<file path="config.mk">
export PLATFORM = sky130hd
export DESIGN_NAME = fdr_register_bank
export DESIGN_NICKNAME = d
export VERILOG_FILES = /design/src/hdl/fdr_pkg.sv /design/src/hdl/fdr_register_bank.sv
export SDC_FILE = /design/constraint.sdc
export NUM_CORES = 1
export LEC_CHECK = 0
export ABC_AREA = 0
export CAP_MARGIN = 20
export CORE_MARGIN = 5
export CORE_UTILIZATION = 35
export DETAILED_ROUTE_END_ITERATION = 8
export DONT_BUFFER_PORTS = 1
export PLACE_DENSITY = 0.48
export SLEW_MARGIN = 20
export SYNTH_ARGS = -nofsm -noshare
export SYNTH_HDL_FRONTEND = slang
export SYNTH_SLANG_ARGS = --single-unit
</file>
<file path="constraint.sdc">
create_clock -name SYS_CLK_I -period 4 [get_ports SYS_CLK_I]
set_input_delay 0.2 -clock SYS_CLK_I [delete_from_list [all_inputs] [get_ports SYS_CLK_I]]
set_output_delay 0.2 -clock SYS_CLK_I [all_outputs]
set_load 0.01 [all_outputs]
</file>
<file path="src/hdl/fdr_pkg.sv">
// package: register map, field codes and timing constants of the fan driver register bank
package fdr_pkg;
  localparam int unsigned CLK_HZ = 125000000;
  localparam logic [5:0] HR_FAULT_RESET = 6'h00;
  localparam logic [5:0] HR_TEMP_LIMIT = 6'h1D;
  localparam logic [5:0] HR_MODE_SELECT = 6'h22;
  localparam logic [5:0] HR_FAN_MODEL = 6'h2C;
  localparam logic [5:0] HR_LINE_RATE = 6'h2F;
  localparam logic [5:0] HR_FRAMING = 6'h30;
  localparam logic [5:0] HR_LOOP_REF = 6'h32;
  localparam logic [5:0] HR_GAIN_P = 6'h33;
  localparam logic [5:0] HR_GAIN_I = 6'h34;
  localparam logic [5:0] HR_GAIN_D = 6'h35;
  localparam logic [5:0] HR_LOOP_PERIOD = 6'h36;
  localparam logic [5:0] HR_SPEED_THR = 6'h37;
  localparam logic [5:0] HR_LINK_TIMEOUT = 6'h38;
  localparam logic [5:0] IR_FW_VERSION = 6'h00;
  localparam logic [5:0] IR_DRIVER_MODEL = 6'h01;
  localparam logic [5:0] IR_SPEED_REF = 6'h02;
  localparam logic [5:0] IR_MEAS_SPEED = 6'h03;
  localparam logic [5:0] IR_BUS_VOLT = 6'h09;
  localparam logic [5:0] IR_FAULT_PRI = 6'h0A;
  localparam logic [5:0] IR_MOTOR_CUR = 6'h0C;
  localparam logic [5:0] IR_MOTOR_VOLT = 6'h0D;
  localparam logic [5:0] IR_ANALOG_VOLT = 6'h0E;
  localparam logic [5:0] IR_MOD_TEMP = 6'h0F;
  localparam logic [5:0] IR_FAULT_SEC = 6'h11;
  localparam logic [5:0] IR_ENABLE_RAW = 6'h1C;
  localparam logic [5:0] IR_REF_RAW = 6'h1D;
  localparam logic [5:0] IR_XDCR_RAW = 6'h1E;
  localparam logic [5:0] IR_POWER = 6'h1F;
  localparam logic [5:0] IR_IN_CUR = 6'h20;
  localparam logic [5:0] IR_COUNT = 6'h21;
  localparam logic [15:0] RATE_9K6 = 16'h0060;
  localparam logic [15:0] RATE_19K2 = 16'h00C0;
  localparam logic [15:0] FRAME_2STOP = 16'h0000;
  localparam logic [15:0] FRAME_ODD = 16'h0002;
  localparam logic [15:0] LOOP_REF_MAX = 16'h0064;
  localparam logic [15:0] GAIN_MAX = 16'h7FFF;
  // longest link timeout, in seconds
  localparam logic [15:0] TIMEOUT_MAX = 16'h8078;
  localparam logic [15:0] MODE_FIXED_LOOP = 16'h000C;
  localparam logic [15:0] MODE_MAX = 16'h000C;
  localparam logic [15:0] MODE_RESET = 16'h0001;
  localparam logic [15:0] RESET_CMD = 16'h0001;
  localparam logic [15:0] FAULT_NONE = 16'h0000;
  localparam logic [15:0] FAULT_CLASS4 = 16'h0004;
  localparam logic [15:0] FAULT_LINK_LOSS = 16'h00FF;
  localparam logic [15:0] FAULT_OVERTEMP = 16'h0071;
  localparam logic [15:0] ZERO16 = 16'h0000;
  localparam int unsigned SECOND_NS = 1000000000;
  localparam int unsigned CLK_NS = 8;
  localparam int unsigned CYCLES_PER_SECOND = SECOND_NS / CLK_NS;
  localparam int unsigned RESTART_DELAY_S = 5;
  localparam int unsigned RAMP_STEP_MS = 1;
  localparam int unsigned RAMP_STEP_CYCLES = RAMP_STEP_MS * (CYCLES_PER_SECOND / 1000);

  typedef enum logic [2:0] {
    FDR_RUN = 3'b001,
    FDR_BLOCKED = 3'b010,
    FDR_RETRY = 3'b100
  } fdr_state_t;

  // one register access on the serial field-bus side
  typedef struct packed {
    logic wr;
    logic rd;
    logic input_space;
    logic [5:0] addr;
    logic [15:0] wdata;
  } fdr_req_t;

  // live telemetry from motor control
  typedef struct packed {
    logic [15:0] speed_target;
    logic [15:0] speed_min;
    logic [15:0] speed_max;
    logic [15:0] meas_speed;
    logic [15:0] bus_volt;
    logic [15:0] motor_cur;
    logic [15:0] motor_volt;
    logic [15:0] analog_volt;
    logic [15:0] mod_temp;
    logic [15:0] enable_raw;
    logic [15:0] ref_raw;
    logic [15:0] xdcr_raw;
    logic [15:0] power;
    logic [15:0] in_cur;
  } fdr_telem_t;
endpackage

</file>
<file path="src/hdl/fdr_register_bank.sv">
// fan driver register bank: holding/input registers, link timeout, fault classes
// What this block does
// - line rate register, 96 or 192, default 96
// - framing code 0..2, default two stop bits
// - loop reference 0..100, used in mode 12
// - three loop gains 0..32767, reset zero
// - loop period in ms 0..32767, reset zero
// - threshold flag when speed exceeds nonzero threshold
// - link timeout in seconds stops fan, alarms
// - timeout value zero disables link supervision
// - speed reference starts at minimum, ramps up
// - overtemperature stops, alarm clears when cooled
// - temperature threshold readable at holding 29
// - raw analog inputs reported as 16-bit codes
// - fault given by two alarm registers together
// - blocking fault stops until reset command
// - auto-restart fault retries after some seconds
// - thirty-three read-only input registers
// - firmware, driver model, fan model registers
// - link loss reported as 4/255, blocking
// - writing 1 to holding 0 resets faults
`timescale 1ns/10ps
`default_nettype none
module fdr_register_bank #(
  parameter logic [15:0] FW_VERSION = 16'h0100,
  parameter logic [15:0] DRIVER_MODEL = 16'h1234,
  parameter logic [15:0] FAN_MODEL = 16'h0001,
  parameter logic [15:0] TEMP_LIMIT = 16'h0320,
  parameter int unsigned SECOND_CYCLES = fdr_pkg::CYCLES_PER_SECOND,
  parameter int unsigned RESTART_CYCLES = fdr_pkg::RESTART_DELAY_S * fdr_pkg::CYCLES_PER_SECOND,
  parameter int unsigned RAMP_CYCLES = fdr_pkg::RAMP_STEP_CYCLES
) (
  input wire logic SYS_CLK_I,
  input wire logic NRST_I,
  input wire fdr_pkg::fdr_req_t REQ_I,
  input wire logic LINK_ACTIVITY_I,
  input wire fdr_pkg::fdr_telem_t TELEM_I,
  input wire logic FAULT_BLOCK_I,
  input wire logic FAULT_AUTO_I,
  input wire logic [15:0] FAULT_CODE_I,
  input wire logic DERATE_FAILED_I,
  output logic [15:0] RDATA_O,
  output logic RVALID_O,
  output logic WERR_O,
  output logic [15:0] LINE_RATE_O,
  output logic [15:0] FRAMING_O,
  output logic [15:0] LOOP_REF_O,
  output logic LOOP_REF_ACTIVE_O,
  output logic [15:0] GAIN_P_O,
  output logic [15:0] GAIN_I_O,
  output logic [15:0] GAIN_D_O,
  output logic [15:0] LOOP_PERIOD_O,
  output logic [15:0] SPEED_REF_O,
  output logic THRESHOLD_O,
  output logic DERATE_O,
  output logic MOTOR_RUN_O,
  output logic ALARM_O
);
  logic [15:0] line_rate;
  logic [15:0] framing;
  logic [15:0] loop_ref;
  logic [15:0] gain_p;
  logic [15:0] gain_i;
  logic [15:0] gain_d;
  logic [15:0] loop_period;
  logic [15:0] speed_thr;
  logic [15:0] link_timeout;
  logic [15:0] mode_sel;
  logic [15:0] fault_pri;
  logic [15:0] fault_sec;
  logic [15:0] speed_ref;
  logic [15:0] secs;
  logic [31:0] sec_div;
  logic [31:0] wait_cnt;
  logic [31:0] ramp_cnt;
  logic act_s1;
  logic act_s2;
  logic blk_s1;
  logic blk_s2;
  logic aut_s1;
  logic aut_s2;
  logic drf_s1;
  logic drf_s2;
  fdr_pkg::fdr_state_t state;
  fdr_pkg::fdr_state_t next_state;

  function automatic logic in_range(input logic [15:0] v, input logic [15:0] hi);
    in_range = (v <= hi);
  endfunction

  wire hold_wr = REQ_I.wr && !REQ_I.input_space;
  wire wr_rate = hold_wr && (REQ_I.addr == fdr_pkg::HR_LINE_RATE);
  wire wr_frame = hold_wr && (REQ_I.addr == fdr_pkg::HR_FRAMING);
  wire wr_ref = hold_wr && (REQ_I.addr == fdr_pkg::HR_LOOP_REF);
  wire wr_gp = hold_wr && (REQ_I.addr == fdr_pkg::HR_GAIN_P);
  wire wr_gi = hold_wr && (REQ_I.addr == fdr_pkg::HR_GAIN_I);
  wire wr_gd = hold_wr && (REQ_I.addr == fdr_pkg::HR_GAIN_D);
  wire wr_per = hold_wr && (REQ_I.addr == fdr_pkg::HR_LOOP_PERIOD);
  wire wr_thr = hold_wr && (REQ_I.addr == fdr_pkg::HR_SPEED_THR);
  wire wr_tmo = hold_wr && (REQ_I.addr == fdr_pkg::HR_LINK_TIMEOUT);
  wire wr_mode = hold_wr && (REQ_I.addr == fdr_pkg::HR_MODE_SELECT);
  wire wr_rst = hold_wr && (REQ_I.addr == fdr_pkg::HR_FAULT_RESET);
  wire ok_rate = (REQ_I.wdata == fdr_pkg::RATE_9K6) || (REQ_I.wdata == fdr_pkg::RATE_19K2);
  wire ok_frame = in_range(REQ_I.wdata, fdr_pkg::FRAME_ODD);
  wire ok_ref = in_range(REQ_I.wdata, fdr_pkg::LOOP_REF_MAX);
  // gain range, also used for period
  wire ok_gain = in_range(REQ_I.wdata, fdr_pkg::GAIN_MAX);
  wire ok_thr = in_range(REQ_I.wdata, TELEM_I.speed_max);
  wire ok_mode = in_range(REQ_I.wdata, fdr_pkg::MODE_MAX);
  wire ok_rst = (REQ_I.wdata == fdr_pkg::RESET_CMD);
  wire ok_tmo = in_range(REQ_I.wdata, fdr_pkg::TIMEOUT_MAX);
  wire known_hold = wr_rate | wr_frame | wr_ref | wr_gp | wr_gi | wr_gd | wr_per | wr_thr | wr_tmo | wr_mode | wr_rst;
  // read-only and unmapped holding numbers fall out as unknown and are refused
  wire bad_space = REQ_I.wr && (REQ_I.input_space || !known_hold);
  wire bad_cfg = (wr_rate && !ok_rate) || (wr_frame && !ok_frame) || (wr_ref && !ok_ref);
  wire bad_loop = (wr_gp | wr_gi | wr_gd | wr_per) && !ok_gain;
  wire bad_misc = (wr_thr && !ok_thr) || (wr_tmo && !ok_tmo) || (wr_mode && !ok_mode) || (wr_rst && !ok_rst);
  wire bad_wr = bad_space || bad_cfg || bad_loop || bad_misc;
  wire fault_reset = wr_rst && ok_rst;

  // pins from the motor side are asynchronous to the bus logic
  always_ff @(posedge SYS_CLK_I) begin
    act_s1 <= LINK_ACTIVITY_I;
    act_s2 <= act_s1;
    blk_s1 <= FAULT_BLOCK_I;
    blk_s2 <= blk_s1;
    aut_s1 <= FAULT_AUTO_I;
    aut_s2 <= aut_s1;
    drf_s1 <= DERATE_FAILED_I;
    drf_s2 <= drf_s1;
  end

  // holding registers: a refused value leaves the old one in place
  always_ff @(posedge SYS_CLK_I) begin
    if (!NRST_I) line_rate <= fdr_pkg::RATE_9K6;
    else if (wr_rate && ok_rate) line_rate <= REQ_I.wdata;
  end

  always_ff @(posedge SYS_CLK_I) begin
    if (!NRST_I) framing <= fdr_pkg::FRAME_2STOP;
    else if (wr_frame && ok_frame) framing <= REQ_I.wdata;
  end

  always_ff @(posedge SYS_CLK_I) begin
    if (!NRST_I) loop_ref <= fdr_pkg::ZERO16;
    else if (wr_ref && ok_ref) loop_ref <= REQ_I.wdata;
  end

  always_ff @(posedge SYS_CLK_I) begin
    if (!NRST_I) gain_p <= fdr_pkg::ZERO16;
    else if (wr_gp && ok_gain) gain_p <= REQ_I.wdata;
  end

  always_ff @(posedge SYS_CLK_I) begin
    if (!NRST_I) gain_i <= fdr_pkg::ZERO16;
    else if (wr_gi && ok_gain) gain_i <= REQ_I.wdata;
  end

  always_ff @(posedge SYS_CLK_I) begin
    if (!NRST_I) gain_d <= fdr_pkg::ZERO16;
    else if (wr_gd && ok_gain) gain_d <= REQ_I.wdata;
  end

  always_ff @(posedge SYS_CLK_I) begin
    if (!NRST_I) loop_period <= fdr_pkg::ZERO16;
    else if (wr_per && ok_gain) loop_period <= REQ_I.wdata;
  end

  always_ff @(posedge SYS_CLK_I) begin
    if (!NRST_I) speed_thr <= fdr_pkg::ZERO16;
    else if (wr_thr && ok_thr) speed_thr <= REQ_I.wdata;
  end

  always_ff @(posedge SYS_CLK_I) begin
    if (!NRST_I) link_timeout <= fdr_pkg::ZERO16;
    else if (wr_tmo && ok_tmo) link_timeout <= REQ_I.wdata;
  end

  always_ff @(posedge SYS_CLK_I) begin
    if (!NRST_I) mode_sel <= fdr_pkg::MODE_RESET;
    else if (wr_mode && ok_mode) mode_sel <= REQ_I.wdata;
  end

  // seconds of link silence; any request or activity restarts it
  // reads count too, so a master that only polls keeps the fan running
  wire link_seen = REQ_I.wr || REQ_I.rd || act_s2;
  wire sec_tick = (sec_div == SECOND_CYCLES - 1);
  wire link_lost = (link_timeout != fdr_pkg::ZERO16) && (secs >= link_timeout) && (state == fdr_pkg::FDR_RUN);
  always_ff @(posedge SYS_CLK_I) begin
    if (!NRST_I || link_seen || state != fdr_pkg::FDR_RUN) begin
      sec_div <= 32'h00000000;
      secs <= fdr_pkg::ZERO16;
    end else if (sec_tick) begin
      sec_div <= 32'h00000000;
      if (secs != 16'hFFFF) secs <= secs + 16'h0001;
    end else begin
      sec_div <= sec_div + 32'h00000001;
    end
  end

  // overtemperature that derating could not cure
  wire overtemp = drf_s2 && (TELEM_I.mod_temp > TEMP_LIMIT);
  wire cooled = (TELEM_I.mod_temp < TEMP_LIMIT);
  wire retry_done = (wait_cnt >= RESTART_CYCLES - 1);

  always_comb begin
    next_state = state;
    case (state)
      fdr_pkg::FDR_RUN: begin
        if (blk_s2 || link_lost) next_state = fdr_pkg::FDR_BLOCKED;
        else if (aut_s2 || overtemp) next_state = fdr_pkg::FDR_RETRY;
      end
      fdr_pkg::FDR_BLOCKED: begin
        if (fault_reset) next_state = fdr_pkg::FDR_RUN;
      end
      fdr_pkg::FDR_RETRY: begin
        if (blk_s2) next_state = fdr_pkg::FDR_BLOCKED;
        else if (fault_reset) next_state = fdr_pkg::FDR_RUN;
        else if (fault_pri == fdr_pkg::FAULT_CLASS4 && fault_sec == fdr_pkg::FAULT_OVERTEMP) begin
          if (cooled) next_state = fdr_pkg::FDR_RUN;
        end else if (retry_done) next_state = fdr_pkg::FDR_RUN;
      end
      default: next_state = fdr_pkg::FDR_RUN;
    endcase
  end

  always_ff @(posedge SYS_CLK_I) begin
    if (!NRST_I) begin
      state <= fdr_pkg::FDR_RUN;
      fault_pri <= fdr_pkg::FAULT_NONE;
      fault_sec <= fdr_pkg::FAULT_NONE;
      wait_cnt <= 32'h00000000;
    end else begin
      state <= next_state;
      wait_cnt <= (state == fdr_pkg::FDR_RETRY) ? wait_cnt + 32'h00000001 : 32'h00000000;
      if (state == fdr_pkg::FDR_RUN && next_state != fdr_pkg::FDR_RUN) begin
        if (link_lost && !blk_s2) begin
          fault_pri <= fdr_pkg::FAULT_CLASS4;
          fault_sec <= fdr_pkg::FAULT_LINK_LOSS;
        end else if (overtemp && !blk_s2 && !aut_s2) begin
          fault_pri <= fdr_pkg::FAULT_CLASS4;
          fault_sec <= fdr_pkg::FAULT_OVERTEMP;
        end else begin
          fault_pri <= FAULT_CODE_I;
          fault_sec <= fdr_pkg::FAULT_NONE;
        end
      end else if (state == fdr_pkg::FDR_RETRY && next_state == fdr_pkg::FDR_BLOCKED) begin
        fault_pri <= FAULT_CODE_I;
        fault_sec <= fdr_pkg::FAULT_NONE;
      end else if (next_state == fdr_pkg::FDR_RUN && state != fdr_pkg::FDR_RUN) begin
        fault_pri <= fdr_pkg::FAULT_NONE;
        fault_sec <= fdr_pkg::FAULT_NONE;
      end
    end
  end

  // start at minimum speed, one rpm per ramp step
  wire ramp_tick = (ramp_cnt == RAMP_CYCLES - 1);
  always_ff @(posedge SYS_CLK_I) begin
    if (!NRST_I || state != fdr_pkg::FDR_RUN) begin
      speed_ref <= TELEM_I.speed_min;
      ramp_cnt <= 32'h00000000;
    end else begin
      ramp_cnt <= ramp_tick ? 32'h00000000 : ramp_cnt + 32'h00000001;
      if (ramp_tick && speed_ref < TELEM_I.speed_target) speed_ref <= speed_ref + 16'h0001;
      else if (ramp_tick && speed_ref > TELEM_I.speed_target) speed_ref <= TELEM_I.speed_target;
    end
  end

  logic [15:0] ir_data;
  always_comb begin
    case (REQ_I.addr)
      fdr_pkg::IR_FW_VERSION: ir_data = FW_VERSION;
      fdr_pkg::IR_DRIVER_MODEL: ir_data = DRIVER_MODEL;
      fdr_pkg::IR_SPEED_REF: ir_data = speed_ref;
      fdr_pkg::IR_MEAS_SPEED: ir_data = TELEM_I.meas_speed;
      fdr_pkg::IR_BUS_VOLT: ir_data = TELEM_I.bus_volt;
      fdr_pkg::IR_FAULT_PRI: ir_data = fault_pri;
      fdr_pkg::IR_MOTOR_CUR: ir_data = TELEM_I.motor_cur;
      fdr_pkg::IR_MOTOR_VOLT: ir_data = TELEM_I.motor_volt;
      fdr_pkg::IR_ANALOG_VOLT: ir_data = TELEM_I.analog_volt;
      fdr_pkg::IR_MOD_TEMP: ir_data = TELEM_I.mod_temp;
      fdr_pkg::IR_FAULT_SEC: ir_data = fault_sec;
      fdr_pkg::IR_ENABLE_RAW: ir_data = TELEM_I.enable_raw;
      fdr_pkg::IR_REF_RAW: ir_data = TELEM_I.ref_raw;
      fdr_pkg::IR_XDCR_RAW: ir_data = TELEM_I.xdcr_raw;
      fdr_pkg::IR_POWER: ir_data = TELEM_I.power;
      fdr_pkg::IR_IN_CUR: ir_data = TELEM_I.in_cur;
      default: ir_data = fdr_pkg::ZERO16;
    endcase
  end

  logic [15:0] hr_data;
  always_comb begin
    case (REQ_I.addr)
      fdr_pkg::HR_TEMP_LIMIT: hr_data = TEMP_LIMIT;
      fdr_pkg::HR_MODE_SELECT: hr_data = mode_sel;
      fdr_pkg::HR_FAN_MODEL: hr_data = FAN_MODEL;
      fdr_pkg::HR_LINE_RATE: hr_data = line_rate;
      fdr_pkg::HR_FRAMING: hr_data = framing;
      fdr_pkg::HR_LOOP_REF: hr_data = loop_ref;
      fdr_pkg::HR_GAIN_P: hr_data = gain_p;
      fdr_pkg::HR_GAIN_I: hr_data = gain_i;
      fdr_pkg::HR_GAIN_D: hr_data = gain_d;
      fdr_pkg::HR_LOOP_PERIOD: hr_data = loop_period;
      fdr_pkg::HR_SPEED_THR: hr_data = speed_thr;
      fdr_pkg::HR_LINK_TIMEOUT: hr_data = link_timeout;
      default: hr_data = fdr_pkg::ZERO16;
    endcase
  end

  wire [15:0] rd_word = REQ_I.input_space ? ir_data : hr_data;
  wire thr_hit = (speed_thr != fdr_pkg::ZERO16) && (TELEM_I.meas_speed > speed_thr);

  // registered read answer, one cycle after the request
  always_ff @(posedge SYS_CLK_I) begin
    if (!NRST_I) RVALID_O <= 1'b0;
    else RVALID_O <= REQ_I.rd;
  end

  // data holds until the next read, so a slow master may take it late
  always_ff @(posedge SYS_CLK_I) begin
    if (!NRST_I) RDATA_O <= fdr_pkg::ZERO16;
    else if (REQ_I.rd) RDATA_O <= rd_word;
  end

  always_ff @(posedge SYS_CLK_I) begin
    if (!NRST_I) WERR_O <= 1'b0;
    else WERR_O <= bad_wr;
  end

  always_ff @(posedge SYS_CLK_I) begin
    if (!NRST_I) THRESHOLD_O <= 1'b0;
    else THRESHOLD_O <= thr_hit;
  end

  assign LINE_RATE_O = line_rate;
  assign FRAMING_O = framing;
  assign LOOP_REF_O = loop_ref;
  // reference applies only in mode 12
  assign LOOP_REF_ACTIVE_O = (mode_sel == fdr_pkg::MODE_FIXED_LOOP);
  assign GAIN_P_O = gain_p;
  assign GAIN_I_O = gain_i;
  assign GAIN_D_O = gain_d;
  assign LOOP_PERIOD_O = loop_period;
  assign SPEED_REF_O = speed_ref;
  assign DERATE_O = (TELEM_I.mod_temp > TEMP_LIMIT);
  assign MOTOR_RUN_O = (state == fdr_pkg::FDR_RUN);
  assign ALARM_O = (state != fdr_pkg::FDR_RUN);
endmodule
`default_nettype wire

</file>
==> impl_metrics.prom <==
# TYPE chip_impl_metric gauge
chip_impl_info{name="result_of_the_run",value="finished with violations"} 1
chip_impl_info{name="violations",value="DRC"} 1
chip_impl_metric{name="required",unit="ps"} 4300
chip_impl_metric{name="routed-via-count",unit=""} 16900
chip_impl_metric{name="largest_net_degree_at_the_start_of_global_routing",unit=""} 81
chip_impl_metric{name="timing.final.ws_setup",unit="ps"} 366
chip_impl_metric{name="timing_max_transition_violations_final",unit=""} 0
chip_impl_metric{name="drt_drc_violations_left",unit=""} 5
chip_impl_info{name="nature_of_the_critical_path_startpoint",value="flip-flop"} 1
chip_impl_metric{name="number_of_failing_hold_endpoints_at_the_final_stage",unit=""} 0
chip_impl_metric{name="die_area",unit="µm²"} 55100
chip_impl_metric{name="synth_cell_types",unit=""} 79
chip_impl_metric{name="yosysSeqAreaShare",unit="%"} 39.0
chip_impl_metric{name="asyncSetResetFlopFracSynth",unit="%"} 0
chip_impl_info{name="rsz0062_at_grt",value="false"} 1
chip_impl_metric{name="cp_max_fo",unit=""} 11
chip_impl_info{name="cts_tree",value="built"} 1
chip_impl_metric{name="synth-seq-cells",unit=""} 336
chip_impl_metric{name="place.gp.congestion",unit=""} 0.958
chip_impl_metric{name="cts_buffers",unit=""} 40
chip_impl_metric{name="grt_pass1_wl",unit="µm"} 112000
chip_impl_metric{name="setup-violations-final",unit=""} 0
chip_impl_metric{name="cts.sinks",unit=""} 336
chip_impl_metric{name="synth_instances",unit=""} 2117
chip_impl_metric{name="wire_per_inst",unit="µm"} 27.4
chip_impl_metric{name="ff_latch_area",unit="µm²"} 6890
chip_impl_info{name="element_type_at_the_critical_path_end",value="flip-flop"} 1
chip_impl_metric{name="setup_total_negative_slack",unit="ps"} 0
chip_impl_info{name="hold_class",value="input port to flip-flop"} 1
chip_impl_metric{name="p_leak",unit="nW"} 7.11
chip_impl_metric{name="route.detailed.vias_per_inst",unit=""} 5.92
chip_impl_metric{name="nNetsFinal",unit=""} 2496
chip_impl_metric{name="drt_pre_antenna_iters",unit=""} 9
chip_impl_metric{name="fin_crit_sh",unit="%"} 90.9
chip_impl_metric{name="clkTransAtPathRegs",unit="ps"} 60
chip_impl_metric{name="antenna_violating_nets_post_route",unit=""} 0
chip_impl_metric{name="drive_above_1_share",unit="%"} 6.09
chip_impl_metric{name="area_of_the_mapped_netlist",unit="µm²"} 17700
chip_impl_metric{name="synth.avg_cell_area",unit="µm²"} 8.35
chip_impl_metric{name="final.min_clock_period",unit="ps"} 3630
chip_impl_metric{name="relSlewSlack",unit="%"} 25.6
chip_impl_metric{name="wl",unit="µm"} 78400
chip_impl_metric{name="yosys_warnings",unit=""} 0
chip_impl_metric{name="nFillCells",unit=""} 5231
chip_impl_metric{name="grt_usage",unit="%"} 26.7
chip_impl_metric{name="total_power_consumption_of_the_routed_design",unit="W"} 0.00799
chip_impl_metric{name="number_of_antenna_violations_at_the_first_check_in_global_routing",unit=""} 9
chip_impl_metric{name="fp.dieH",unit="µm"} 235
chip_impl_metric{name="pwr_dens",unit="nW/µm²"} 392
chip_impl_metric{name="irDropWorstVdd",unit="mV"} 0.278
chip_impl_metric{name="max_cap_viol_count",unit=""} 0
chip_impl_metric{name="dieWidth",unit="µm"} 235
chip_impl_metric{name="ctsLongestPathBuffers",unit=""} 3
chip_impl_metric{name="final.setup_skew",unit="ps"} 18.6
chip_impl_metric{name="portBuffers",unit=""} 0
chip_impl_metric{name="num_io_pins",unit=""} 422
chip_impl_metric{name="crit_arrival",unit="ps"} 3930
chip_impl_metric{name="synthesis.nets",unit=""} 2457
chip_impl_info{name="synth_top_flop_cell",value="dfxtp_1"} 1
chip_impl_metric{name="first_global_vias",unit=""} 16000
chip_impl_metric{name="detailedPlacementHpwl",unit="µm"} 58700
chip_impl_metric{name="clk_latency",unit="ps"} 560
chip_impl_metric{name="num_rows",unit=""} 82
chip_impl_metric{name="grt_overflow_total",unit=""} 0
chip_impl_metric{name="cts_htree_levels",unit=""} 2
chip_impl_info{name="cts.root.buffer_cell",value="clkbuf_16"} 1
chip_impl_metric{name="initial_core_util",unit="%"} 35.3
chip_impl_metric{name="dp_worst_setup_slack",unit="ps"} 986
chip_impl_metric{name="core_area",unit="µm²"} 50100
chip_impl_metric{name="synth_edf_count",unit=""} 16
chip_impl_info{name="largestRegisters",value="ramp_cnt: 32 flops, sec_div: 32 flops, wait_cnt: 32 flops"} 1
chip_impl_metric{name="drtIter0Drc",unit=""} 1583
chip_impl_metric{name="actual_transition_at_the_worst_max_transition_pin",unit="ps"} 1110
chip_impl_metric{name="multi_input_comb_area",unit="µm²"} 9970
chip_impl_info{name="crit_type",value="flip-flop to flip-flop"} 1
chip_impl_metric{name="areaGrowthSynthToFinish",unit="%"} 15.3
chip_impl_metric{name="max_clock_freq",unit="MHz"} 275
cell type report:
class,count,share of cell area (%)
Antenna cell,1,0.0123
Tap cell,672,4.12
Clock inverter,8,0.374
Sequential cell,336,33.8
Timing Repair Buffer,117,5.30
Multi-Input combinational cell,1572,48.9
Inverter,89,1.64
Clock buffer,63,5.89
cell usage in the layout (no fill, tap or decap), drive strengths merged, types with 16 or more instances in the layout:
master,netlist,routed
nor2,217,217
and3,51,51
nor4,38,38
nand2,240,240
a31oi,20,20
a22oi,135,135
edfxtp,16,16
nand3,91,91
xnor2,55,55
a32oi,20,20
inv,89,88
ha,69,69
a21oi,102,102
clkbuf,86,63
or3,16,16
xor2,54,54
buf,34,44
and2,50,50
dlygate4sd3,0,73
dfxtp,320,320
mux2i,61,61
nand4,75,75
o21ai,100,100
per-layer routing:
layer / share of wire, % / GRT usage (%) / vias to the layer above
li1: - / - / 7755
met1: 42 / 35.3 / 8188
met2: 43 / 39.9 / 798
met3: 11 / 10.9 / 163
met4: 3.4 / 8.53 / 10
met5: 0.087 / 0 / -
Yosys cell counts (all sizes together), types with 3 or more instances:
master,instances,share of area (%)
nor2b,12,0.42
or3,16,0.57
o211ai,6,0.25
nand4b,4,0.20
and3,51,1.8
nand2,240,5.1
buf,34,1.1
and4,10,0.50
a32oi,20,0.99
a221oi,15,0.74
nand3,91,2.6
a222oi,11,0.62
nand3b,3,0.15
nand4,75,2.7
mux2i,61,3.5
o211a,3,0.17
a31oi,20,0.71
xnor2,55,2.7
clkbuf,86,1.8
edfxtp,16,2.7
o21ai,100,2.8
nor3,14,0.42
a211oi,6,0.25
o31ai,9,0.38
or2,4,0.14
a22o,14,0.69
a22oi,135,5.7
dfxtp,320,36
nor2,217,4.6
a21o,6,0.25
nand2b,8,0.28
nor4b,11,0.58
and2,50,1.8
inv,89,1.9
o21a,7,0.30
or4,8,0.36
ha,69,4.9
xor2,54,2.7
o311ai,3,0.15
nor4,38,1.9
a21oi,102,3.0
kinds of logic after synthesis:
family          Yosys count  share of synthesized area (%)
xor+xnor                109                           5.40
compound gates          475                           18.0
fa+ha+maj                69                           4.88
mux                      61                           3.45
buf+inv                 209                           4.87
flops                   336                           39.0
simple gates            858                           24.4
power by group:
group          switching, W  internal [W]  leakage, nW
Combinational      0.000467      0.000289         3.73
Sequential         0.000163       0.00347         2.75
Clock               0.00147       0.00212        0.629
Total               0.00210       0.00588         7.11
critical path, cell delays in order, from the launching register on:
cell,delay (ps)
edfxtp_1,530
ha_1,360
a21o_1,160
a21o_1,170
a21oi_1,150
o211ai_1,180
nor3_2,580
buf_4,370
mux2i_1,220
o21ai_1,80
dlygate4sd3_1,580
path summary, 6_finish.rpt:
kind	start	end	slack [ps]	cells past startpoint
worst max-delay path	SPEED_REF_O[9]	SPEED_REF_O[13]	370	10
worst min-delay path	NRST_I	LINE_RATE_O[5]	50	2
worst max register to register	SPEED_REF_O[9]	SPEED_REF_O[13]	370	10
worst min register to register	blk_s1	blk_s2	330	0
what timing repair did:
item | in CTS | in global routing
resized for setup | 0 | 0
setup endpoints to repair | 0 | 0
buffers inserted | 0 | 0
endpoints found under the hold margin | 183 | 3
hold buffers | 73 | 1
metrics by stage:
stage,cells,util [%],hold slack [ps],cell area (µm²)
floorplan,2117,-,228,17700
global placement,2712,36.6,228,18300
detailed placement,2712,36.6,228,18300
CTS,2856,40.7,2.33,20400
global route,2857,40.7,39.3,20400
finish,2858,40.7,45.6,20400
Note: power is estimated with default switching activity, not from simulation.
